## config.mk

```make
export PLATFORM = sky130hd
export DESIGN_NAME = sfi_irq_regs
export DESIGN_NICKNAME = d
export VERILOG_FILES = /design/src/rtl/sfi_pkg.sv /design/src/rtl/sfi_irq_regs.sv
export SDC_FILE = /design/constraint.sdc
export NUM_CORES = 1
export LEC_CHECK = 0
export BUFFER_PORTS_ARGS = -buffer_cell sky130_fd_sc_hd__buf_4
export CORE_UTILIZATION = 40
export CTS_CLUSTER_DIAMETER = 30
export DETAILED_ROUTE_END_ITERATION = 8
export PLACE_DENSITY = 0.79
export SYNTH_ARGS = -nofsm -noshare
export SYNTH_HDL_FRONTEND = slang
export SYNTH_SLANG_ARGS = --single-unit
export TNS_END_PERCENT = 100
```

## constraint.sdc

```tcl
create_clock -name i_clk_sys -period 1.45 [get_ports i_clk_sys]
set_input_delay 0.145 -clock i_clk_sys [delete_from_list [all_inputs] [get_ports i_clk_sys]]
set_output_delay 0.145 -clock i_clk_sys [all_outputs]
set_load 0.05 [all_outputs]
```

## src/rtl/sfi_pkg.sv

```systemverilog
// Constants for the special function interrupt register bank
package sfi_pkg;
   // Register byte offsets
   localparam logic [7:0] ADDR_IE_ONE = 8'h00;
   localparam logic [7:0] ADDR_IE_TWO = 8'h01;
   localparam logic [7:0] ADDR_FLAGS_ONE = 8'h02;
   localparam logic [7:0] ADDR_FLAGS_TWO = 8'h03;
   // Enable one bit positions
   localparam int BIT_WDOG_EN = 0;
   localparam int BIT_OSC_EN = 1;
   localparam int BIT_NMI_EN = 4;
   localparam int BIT_FLASH_EN = 5;
   // Flags one bit positions
   localparam int BIT_WDOG_FLAG = 0;
   localparam int BIT_OSC_FLAG = 1;
   localparam int BIT_POR_FLAG = 2;
   localparam int BIT_EXT_FLAG = 3;
   localparam int BIT_NMI_FLAG = 4;
   // Serial bits, same positions in enable two and flags two
   localparam int BIT_SER_A_RX = 0;
   localparam int BIT_SER_A_TX = 1;
   localparam int BIT_SER_B_RX = 2;
   localparam int BIT_SER_B_TX = 3;
   // Values after reset
   localparam logic [3:0] RST_IE_ONE = 4'h0;
   localparam logic [3:0] RST_IE_TWO = 4'h0;
   localparam logic [3:0] RST_FLAGS_TWO = 4'hA;
   localparam logic RST_OSC_FLAG = 1'b1;
   localparam logic RST_NMI_FLAG = 1'b0;
   localparam logic RST_WDOG_FLAG = 1'b0;
   localparam logic RST_POR_FLAG = 1'b1;
   localparam logic RST_EXT_FLAG = 1'b0;
   // Boot loader key word values
   localparam logic [15:0] KEY_BOOT_OFF = 16'hAA55;
   localparam logic [15:0] KEY_NO_ERASE = 16'h0000;
   // Address map for fetch checking
   localparam logic [15:0] PERIPH_LO = 16'h0000;
   localparam logic [15:0] PERIPH_HI = 16'h01FF;
   localparam logic [15:0] RAM_LO = 16'h0200;
   localparam logic [15:0] BOOT_LO = 16'h0C00;
   localparam logic [15:0] INFO_HI = 16'h10FF;
   localparam logic [15:0] VEC_FREE_LO = 16'hFFC0;
   localparam logic [15:0] VEC_FREE_HI = 16'hFFDC;
endpackage

```

## src/rtl/sfi_irq_regs.sv

```systemverilog
// Special function register bank: interrupt enables, flags, fetch guard, boot key
// Notes on behaviour
// - Fetch from peripheral space 0h-01FFh or unused space forces a system reset.
// - Conditionally maskable sources: own enable blocks them, global enable does not.
// - Fully nonmaskable sources are delivered regardless of any enable.
// - Boot key word 0AA55h disables the serial boot loader completely.
// - Boot key word zero suppresses mass erase after an invalid password.
// - Vector words 0FFDCh down to 0FFC0h are unused and may hold code.
// - Interrupt and module enable bits sit at the lowest addresses.
// - Unassigned bit positions have no storage and read as zero.
// - Plain reset value bits are read/write and forced by power-up clear.
// - Parenthesised reset value bits are forced only by power-on reset.
// - Enable one at 00h: watchdog 0, oscillator 1, NMI 4, flash violation 5.
// - Watchdog enable acts only in interval timer mode.
// - Enable two at 01h: A receive 0, A transmit 1, B receive 2, B transmit 3.
// - Flags one at 02h: watchdog, oscillator, power-on, external reset, NMI.
// - Watchdog flag sets on watchdog-mode overflow or security key violation.
// - Watchdog flag clears on power-up and on pin reset in reset mode.
// - Power-on flag sets whenever supply powers up.
// - Flags two at 03h: A rx 0, A tx 1, B rx 2, B tx 3.
// - Timer, converter and port flags live in their own modules.
//
// The strobed register port was chosen for this implementation.
`timescale 1ns/10ps
`default_nettype none
module sfi_irq_regs #(
   parameter logic [15:0] RAM_HI = 16'h05FF,
   parameter logic [15:0] FLASH_LO = 16'h8000
) (
   // Clock, resets, enable
   input wire logic i_clk_sys,
   input wire logic i_rst_n,
   input wire logic i_por_n,
   input wire logic i_ce,
   // Register port
   input wire logic [7:0] i_addr,
   input wire logic [7:0] i_wdata,
   input wire logic i_wr,
   input wire logic i_rd,
   output logic [7:0] o_rdata,
   // Core status
   input wire logic i_gie,
   input wire logic i_fetch,
   input wire logic [15:0] i_fetch_addr,
   // System events, one-cycle pulses; watchdog interval mode and flash violation flag are levels
   input wire logic i_wdog_ovf,
   input wire logic i_wdog_interval,
   input wire logic i_key_viol,
   input wire logic i_osc_fault,
   input wire logic i_pin_nmi,
   input wire logic i_pin_reset,
   input wire logic i_flash_viol_flag,
   // Serial unit flag sets, one-cycle pulses
   input wire logic [3:0] i_ser_set,
   // Boot loader key
   input wire logic [15:0] i_boot_key,
   input wire logic i_bad_password,
   // Requests to core
   output logic o_sys_reset,
   output logic o_nmi_irq,
   output logic o_wdog_irq,
   output logic o_ser_rx_irq,
   output logic o_ser_tx_irq,
   output logic o_boot_off,
   output logic o_mass_erase
);

   // Inclusive address range check, used by fetch guard
   function automatic logic in_span(input logic [15:0] a, input logic [15:0] lo, input logic [15:0] hi);
      in_span = (a >= lo) && (a <= hi);
   endfunction

   // Storage only for assigned bits
   logic [3:0] ie_one_r;
   logic [3:0] ie_one_nxt;
   logic [3:0] ie_two_r;
   logic [3:0] ie_two_nxt;
   logic [3:0] flags_two_r;
   logic [3:0] flags_two_nxt;
   logic osc_flag_r;
   logic osc_flag_nxt;
   logic nmi_flag_r;
   logic nmi_flag_nxt;
   logic wdog_flag_r;
   logic wdog_flag_nxt;
   logic por_flag_r;
   logic por_flag_nxt;
   logic ext_flag_r;
   logic ext_flag_nxt;
   logic [7:0] rdata_nxt;
   logic erase_r;

   // Address decode
   wire logic wr_ie_one = i_wr && (i_addr == sfi_pkg::ADDR_IE_ONE);
   wire logic wr_ie_two = i_wr && (i_addr == sfi_pkg::ADDR_IE_TWO);
   wire logic wr_flags_one = i_wr && (i_addr == sfi_pkg::ADDR_FLAGS_ONE);
   wire logic wr_flags_two = i_wr && (i_addr == sfi_pkg::ADDR_FLAGS_TWO);
   wire logic power_up_clear = !i_rst_n || !i_por_n;

   // Register views, unassigned positions fixed at zero
   wire logic [7:0] ie_one_view = {2'b00, ie_one_r[3:2], 2'b00, ie_one_r[1:0]};
   wire logic [7:0] ie_two_view = {4'h0, ie_two_r};
   wire logic [7:0] flags_one_view = {3'b000, nmi_flag_r, ext_flag_r, por_flag_r, osc_flag_r, wdog_flag_r};
   wire logic [7:0] flags_two_view = {4'h0, flags_two_r};

   // Read mux, unmapped addresses read zero
   always_comb begin
      if (i_addr == sfi_pkg::ADDR_IE_ONE) begin
         rdata_nxt = ie_one_view;
      end else if (i_addr == sfi_pkg::ADDR_IE_TWO) begin
         rdata_nxt = ie_two_view;
      end else if (i_addr == sfi_pkg::ADDR_FLAGS_ONE) begin
         rdata_nxt = flags_one_view;
      end else if (i_addr == sfi_pkg::ADDR_FLAGS_TWO) begin
         rdata_nxt = flags_two_view;
      end else begin
         rdata_nxt = 8'h00;
      end
   end

   // Enable writes pick only the implemented bit positions
   assign ie_one_nxt = wr_ie_one ? {i_wdata[sfi_pkg::BIT_FLASH_EN], i_wdata[sfi_pkg::BIT_NMI_EN],
                                    i_wdata[sfi_pkg::BIT_OSC_EN], i_wdata[sfi_pkg::BIT_WDOG_EN]} : ie_one_r;
   assign ie_two_nxt = wr_ie_two ? i_wdata[3:0] : ie_two_r;

   // Flag next values: hardware set wins over a software write
   assign flags_two_nxt = i_ser_set | (wr_flags_two ? i_wdata[3:0] : flags_two_r);
   assign osc_flag_nxt = i_osc_fault | (wr_flags_one ? i_wdata[sfi_pkg::BIT_OSC_FLAG] : osc_flag_r);
   assign nmi_flag_nxt = i_pin_nmi | (wr_flags_one ? i_wdata[sfi_pkg::BIT_NMI_FLAG] : nmi_flag_r);
   assign ext_flag_nxt = i_pin_reset | (wr_flags_one ? i_wdata[sfi_pkg::BIT_EXT_FLAG] : ext_flag_r);
   assign por_flag_nxt = wr_flags_one ? i_wdata[sfi_pkg::BIT_POR_FLAG] : por_flag_r;

   // Watchdog flag: overflow in watchdog mode or key violation sets, pin reset clears
   wire logic wdog_set = (i_wdog_ovf && !i_wdog_interval) || i_key_viol;
   wire logic wdog_keep = wr_flags_one ? i_wdata[sfi_pkg::BIT_WDOG_FLAG] : wdog_flag_r;
   assign wdog_flag_nxt = wdog_set | (!i_pin_reset && wdog_keep);

   // Bits forced by power-up clear, which power-on reset also implies
   always_ff @(posedge i_clk_sys) begin
      if (power_up_clear) begin
         ie_one_r <= sfi_pkg::RST_IE_ONE;
         ie_two_r <= sfi_pkg::RST_IE_TWO;
         flags_two_r <= sfi_pkg::RST_FLAGS_TWO;
         osc_flag_r <= sfi_pkg::RST_OSC_FLAG;
         nmi_flag_r <= sfi_pkg::RST_NMI_FLAG;
      end else if (i_ce) begin
         ie_one_r <= ie_one_nxt;
         ie_two_r <= ie_two_nxt;
         flags_two_r <= flags_two_nxt;
         osc_flag_r <= osc_flag_nxt;
         nmi_flag_r <= nmi_flag_nxt;
      end
   end

   // Bits forced only by power-on reset; they survive a plain power-up clear
   always_ff @(posedge i_clk_sys) begin
      if (!i_por_n) begin
         wdog_flag_r <= sfi_pkg::RST_WDOG_FLAG;
         por_flag_r <= sfi_pkg::RST_POR_FLAG;
         ext_flag_r <= sfi_pkg::RST_EXT_FLAG;
      end else if (i_ce) begin
         wdog_flag_r <= wdog_flag_nxt;
         por_flag_r <= por_flag_nxt;
         ext_flag_r <= ext_flag_nxt;
      end
   end

   // Read data stands only in the cycle after the read strobe
   always_ff @(posedge i_clk_sys) begin
      if (power_up_clear) begin
         o_rdata <= 8'h00;
      end else if (i_ce) begin
         o_rdata <= i_rd ? rdata_nxt : 8'h00;
      end
   end

   // Fetch guard: peripheral space plus holes of the map; unused vector words stay legal
   wire logic fetch_periph = in_span(i_fetch_addr, sfi_pkg::PERIPH_LO, sfi_pkg::PERIPH_HI);
   wire logic fetch_ram = in_span(i_fetch_addr, sfi_pkg::RAM_LO, RAM_HI);
   wire logic fetch_boot = in_span(i_fetch_addr, sfi_pkg::BOOT_LO, sfi_pkg::INFO_HI);
   wire logic fetch_flash = (i_fetch_addr >= FLASH_LO);
   wire logic fetch_bad = i_fetch && (fetch_periph || !(fetch_ram || fetch_boot || fetch_flash));

   // Reset class is nonmaskable: no enable gates it
   assign o_sys_reset = fetch_bad || wdog_set;

   // Conditionally maskable group: own enables only, global enable ignored
   wire logic nmi_src = nmi_flag_r && ie_one_r[2];
   wire logic osc_src = osc_flag_r && ie_one_r[1];
   wire logic flash_src = i_flash_viol_flag && ie_one_r[3];
   assign o_nmi_irq = nmi_src || osc_src || flash_src;

   // Maskable sources also need the global enable
   assign o_wdog_irq = i_gie && i_wdog_interval && wdog_flag_r && ie_one_r[0];
   wire logic [3:0] ser_act = flags_two_r & ie_two_r;
   assign o_ser_rx_irq = i_gie && (ser_act[sfi_pkg::BIT_SER_A_RX] || ser_act[sfi_pkg::BIT_SER_B_RX]);
   assign o_ser_tx_irq = i_gie && (ser_act[sfi_pkg::BIT_SER_A_TX] || ser_act[sfi_pkg::BIT_SER_B_TX]);
   // Timer, converter and port flags are kept in their own blocks, none here.

   // Boot key decode; erase pulse is registered so flash control sees a clean strobe
   assign o_boot_off = (i_boot_key == sfi_pkg::KEY_BOOT_OFF);
   wire logic erase_ok = (i_boot_key != sfi_pkg::KEY_NO_ERASE) && !o_boot_off;
   always_ff @(posedge i_clk_sys) begin
      if (power_up_clear) begin
         erase_r <= 1'b0;
      end else if (i_ce) begin
         erase_r <= i_bad_password && erase_ok;
      end
   end
   assign o_mass_erase = erase_r;
endmodule // sfi_irq_regs
`default_nettype wire

```

## Word-level counts from Yosys, hierarchy flattened

Cells that the tools add are included.

| cells by class | value |
|---|---|
| magnitude comparators | 7 |
| equal/unequal tests | 4 |
| multiplexer cells | 10 |
| bitwise logic cells | 6 |
| reduce and logical (&&, ||, !) cells | 41 |

Operators by type and width:

| kind | number |
|---|---|
| $logic_and A1 B1 Y1 | 20 |
| $eq A16 B16 Y1 const B | 1 |
| $eq A8 B2 Y1 const B | 2 |
| $ge A16 B1 Y1 const B | 1 |
| $ge A16 B10 Y1 const B | 1 |
| $ge A16 B12 Y1 const B | 1 |
| $ge A16 B16 Y1 const B | 1 |
| $le A16 B11 Y1 const B | 1 |
| $le A16 B13 Y1 const B | 1 |
| $le A16 B9 Y1 const B | 1 |
| $reduce_bool A16 Y1 | 1 |
| $logic_or A1 B1 Y1 | 10 |
| $mux W5 | 2 |
| $eq A8 B1 Y1 const B | 1 |
| $logic_not A8 Y1 | 1 |
| $mux W4 | 2 |
| $mux W8 | 1 |
| $logic_not A1 Y1 | 6 |
| $mux W6 | 1 |
| $reduce_and A2 Y1 | 3 |
| $and A4 B4 Y4 | 1 |
| $mux W1 | 4 |
| $or A1 B1 Y1 | 4 |
| $or A4 B4 Y4 | 1 |

| storage, ports and cells | value |
|---|---|
| register bits | 26 |
| bits of input ports | 68 |
| logic and storage cells | 78 |

## Logic depth before layout (Yosys ltp)

| depth | value |
|---|---|
| word-level depth | 8 |
| mapped depth | 5 |
| depth with buffers taken out | 4 |

## Worst setup path before layout

OpenSTA, ideal clock, no wires.

| timing path | value |
|---|---|
| kind | input to output |
| from | input port i_boot_key[1] |
| to | output port o_boot_off |
| arrival time | 1.669 ns |
| required time | 1.305 ns |
| slack | -0.364 ns |
| stages on the path | 3 |
| cell sequence | nor4_1 > nand2_1 > nor3_1 |

| on the way | value |
|---|---|
| cells in the longest elaborated chain, start to end | 1 |

Ends and longest elaborated chain:

| item | RTL line | RTL |
|---|---|---|
| start, declared | sfi_irq_regs.sv:56 | `input wire logic [15:0] i_boot_key,` |
| $eq A16 B16 Y1 | sfi_irq_regs.sv:201 | `assign o_boot_off = (i_boot_key == sfi_pkg::KEY_BOOT_OFF);` |
| end, declared | sfi_irq_regs.sv:64 | `output logic o_boot_off,` |

Every way passes these cells.

## Worst setup path after layout

| timing path | value |
|---|---|
| from | register ie_one_r[1] |
| to | output port o_nmi_irq |

| on the way | value |
|---|---|
| cells in the longest elaborated chain, start to end | 3 |

Ends and longest elaborated chain:

| item | RTL line | RTL |
|---|---|---|
| start, declared | sfi_irq_regs.sv:74 | `logic [3:0] ie_one_r;` |
| start signal, assigned | sfi_irq_regs.sv:141 | `ie_one_r <= sfi_pkg::RST_IE_ONE;` |
| start signal, assigned | sfi_irq_regs.sv:147 | `ie_one_r <= ie_one_nxt;` |
| $logic_and A1 B1 Y1 | sfi_irq_regs.sv:189 | `wire logic osc_src = osc_flag_r && ie_one_r[1];` |
| $logic_or A1 B1 Y1 (2 in series) | sfi_irq_regs.sv:191 | `assign o_nmi_irq = nmi_src \|\| osc_src \|\| flash_src;` |
| end, declared | sfi_irq_regs.sv:60 | `output logic o_nmi_irq,` |

Every way passes these cells.

==> impl_metrics.tcl <==
set metrics [dict create \
    crit_arrival_ps 1250 \
    final_cell_mix "75 x buf_4, 23 x dfxtp_1, 17 x mux2i_1" \
    grt_antenna_before_repair 0 \
    grt_pass1_wl_um 5802 \
    hpwl_um 2833 \
    clock_latency_ps 320 \
    hold_violations 0 \
    die-area_sq_mm 0.003560 \
    cts_sinks 24 \
    floorplan.initialDensity 0.4286 \
    clk_pin_slew_ps 130 \
    ant_nets 0 \
    nets 292 \
    grt-ovfl-total 0 \
    clockBufferDepth 2 \
    critPathLaunchType "register" \
    firstDrtPassIters 4 \
    layout_commonest_cell "buf_4" \
    vias_per_cell 5.206 \
    syn_area_per_cell_sq_um 8.867 \
    die-height_um 59.67 \
    final_layout_size_suffix_gt1_frac 0.4081 \
    fin_crit_ps 1398 \
    final_area_sq_mm 0.001966 \
    grt_pass1_vias 1391 \
    htree_levels 1 \
    status "complete, no violations" \
    io_pins 83 \
    timing.final.ws_setup_ps 51.88 \
    io_buffer_count 70 \
    n_antenna_cell 0 \
    setup_tns_ps 0 \
    drc 0 \
    finalCritPeriodShare 0.9642 \
    numCtsBuffers 3 \
    grt_max_degree 23 \
    vias 1390 \
    routed_wl_um 3595 \
    ys_seq_elements 24 \
    synthCells 150 \
    synth.cell_area_sq_mm 0.001330 \
    dp.cells 262 \
    cts_root_buffer "clkbuf_4" \
    critPathRequiredTime_ps 1310 \
    cts_tree "done" \
    powerDensity_mw_per_mm2 662.3 \
    synth_warnings 0 \
    area_growth_pct 47.79 \
    leakagePower_uw 0.0009444 \
    coreArea_sq_mm 0.003103 \
    clock.fmax_ghz 0.7152 \
    final_cells 267 \
    ys_seq_area_frac 0.3612 \
    place_ws_ps 60.38 \
    fill_cells 293 \
    fin_skew_ps 2.806 \
    die_x_um 59.67 \
    track_usage 0.2157 \
    setup_viol 0 \
    max_cap_viol_count 0 \
    drv_slew 0 \
    drtIter0Drc 27 \
    max-vdd-ir-drop_v 0.0003461 \
    placed_cell_area_sq_mm 0.001914 \
    rows 20 \
    synth.distinct_cells 38 \
    hold_path.class "input pin to register" \
    setup.worst_path.class "register to output port" \
    cp_max_fo 3 \
    grt_setup_unrepaired "no" \
    gp_congestion 0.7573 \
    cp-end-kind "output port" \
    postCtsSetupBuffers 0 \
    wire_per_inst_um 13.46 \
]
[path summary, 6_finish.rpt]
path	start	end	slack [ps]	depth (start not counted)
worst max register to register	flags_two_r[1]	o_rdata[1]	380	3
worst max-delay path	ie_one_r[1]	o_nmi_irq	50	3
worst min register to register	o_rdata[2]	o_rdata[2]	480	2
worst min-delay path	i_ser_set[3]	flags_two_r[3]	20	3
[flip-flops by register name (all words and copies together), names as in the netlist]
register	count
ext_flag_r	1
flags_two_r	4
ie_one_r	4
ie_two_r	4
nmi_flag_r	1
o_mass_erase	1
o_rdata	6
osc_flag_r	1
por_flag_r	1
wdog_flag_r	1
[layer usage]
metal  track usage  part of all wire  up-vias
li1              -                 -      693
met1        0.2551              0.42      629
met2        0.3968              0.48       64
met3       0.03247             0.093        4
met4       0.06645            0.0095        0
met5             0                 0        -
[through the flow]
step	hold slack, ps	power, uW	utilization
after floorplan	206.9	802.9	-
after global placement	349.0	951.3	0.6169
after detailed placement	352.0	955.6	0.6169
after CTS	5.550	1305	0.6286
after global routing	28.67	1363	0.6335
final	17.60	1302	0.6335
[critical path: stages (launching register included)]
cell	delay, ps
dfxtp_2	350
a222oi_1	330
inv_1	90
buf_6	160
[report_power, final]
group / leakage [uW] / switching (uW) / internal, uW
registers: 0.000195 / 5.41 / 667
logic: 0.000729 / 119 / 151
clock network: 0.0000210 / 205 / 154
[cell families after synthesis]
family / Yosys count / synth area share
buf+inv: 14 / 0.05644
simple gates: 61 / 0.2737
mux: 20 / 0.1618
flops: 24 / 0.3612
other cells: 1 / 0.002819
compound gates: 30 / 0.1439
[what timing repair did]
| action | 4_1_cts | 5_1_grt |
|---|---|---|
| hold endpoints to repair | 0 | 1 |
| endpoints found under the setup margin | 0 | 1 |
| hold buffers | 0 | 1 |
| resized for setup | 0 | 2 |
[synth_stat cells, drive strengths merged]
cell type | instances | share of area
nand2b | 7 | 0.033
a31oi | 1 | 0.0047
a222oi | 1 | 0.0075
a22oi | 3 | 0.017
nor3 | 3 | 0.011
o22ai | 1 | 0.0047
and2b | 1 | 0.0066
nor4 | 5 | 0.035
o311ai | 1 | 0.0066
inv | 5 | 0.014
a21boi | 2 | 0.011
nor2b | 3 | 0.014
and3 | 2 | 0.010
and4bb | 1 | 0.0094
a41oi | 1 | 0.0066
o31a | 1 | 0.0066
clkbuf | 3 | 0.016
nand2 | 9 | 0.025
buf | 6 | 0.026
a211oi | 1 | 0.0056
a21oi | 16 | 0.060
mux2i | 17 | 0.13
and4 | 1 | 0.0066
mux2 | 2 | 0.017
a22o | 2 | 0.013
nor3b | 2 | 0.011
nand3 | 7 | 0.026
mux4 | 1 | 0.017
dfxtp | 24 | 0.36
nor4b | 1 | 0.0066
nand4b | 1 | 0.018
conb | 1 | 0.0028
nand4 | 5 | 0.024
nor2 | 13 | 0.037
[cell type report]
class | count | area, sq um | share of cell area
tap | 44 | 55.05 | 0.02801
multi-input combinational | 113 | 789.5 | 0.4017
sequential | 24 | 481.7 | 0.2451
clock buffer | 4 | 36.28 | 0.01846
inverter | 5 | 18.77 | 0.009548
timing repair buffer | 77 | 584.3 | 0.2973
Power figures use the tool's default switching activity.
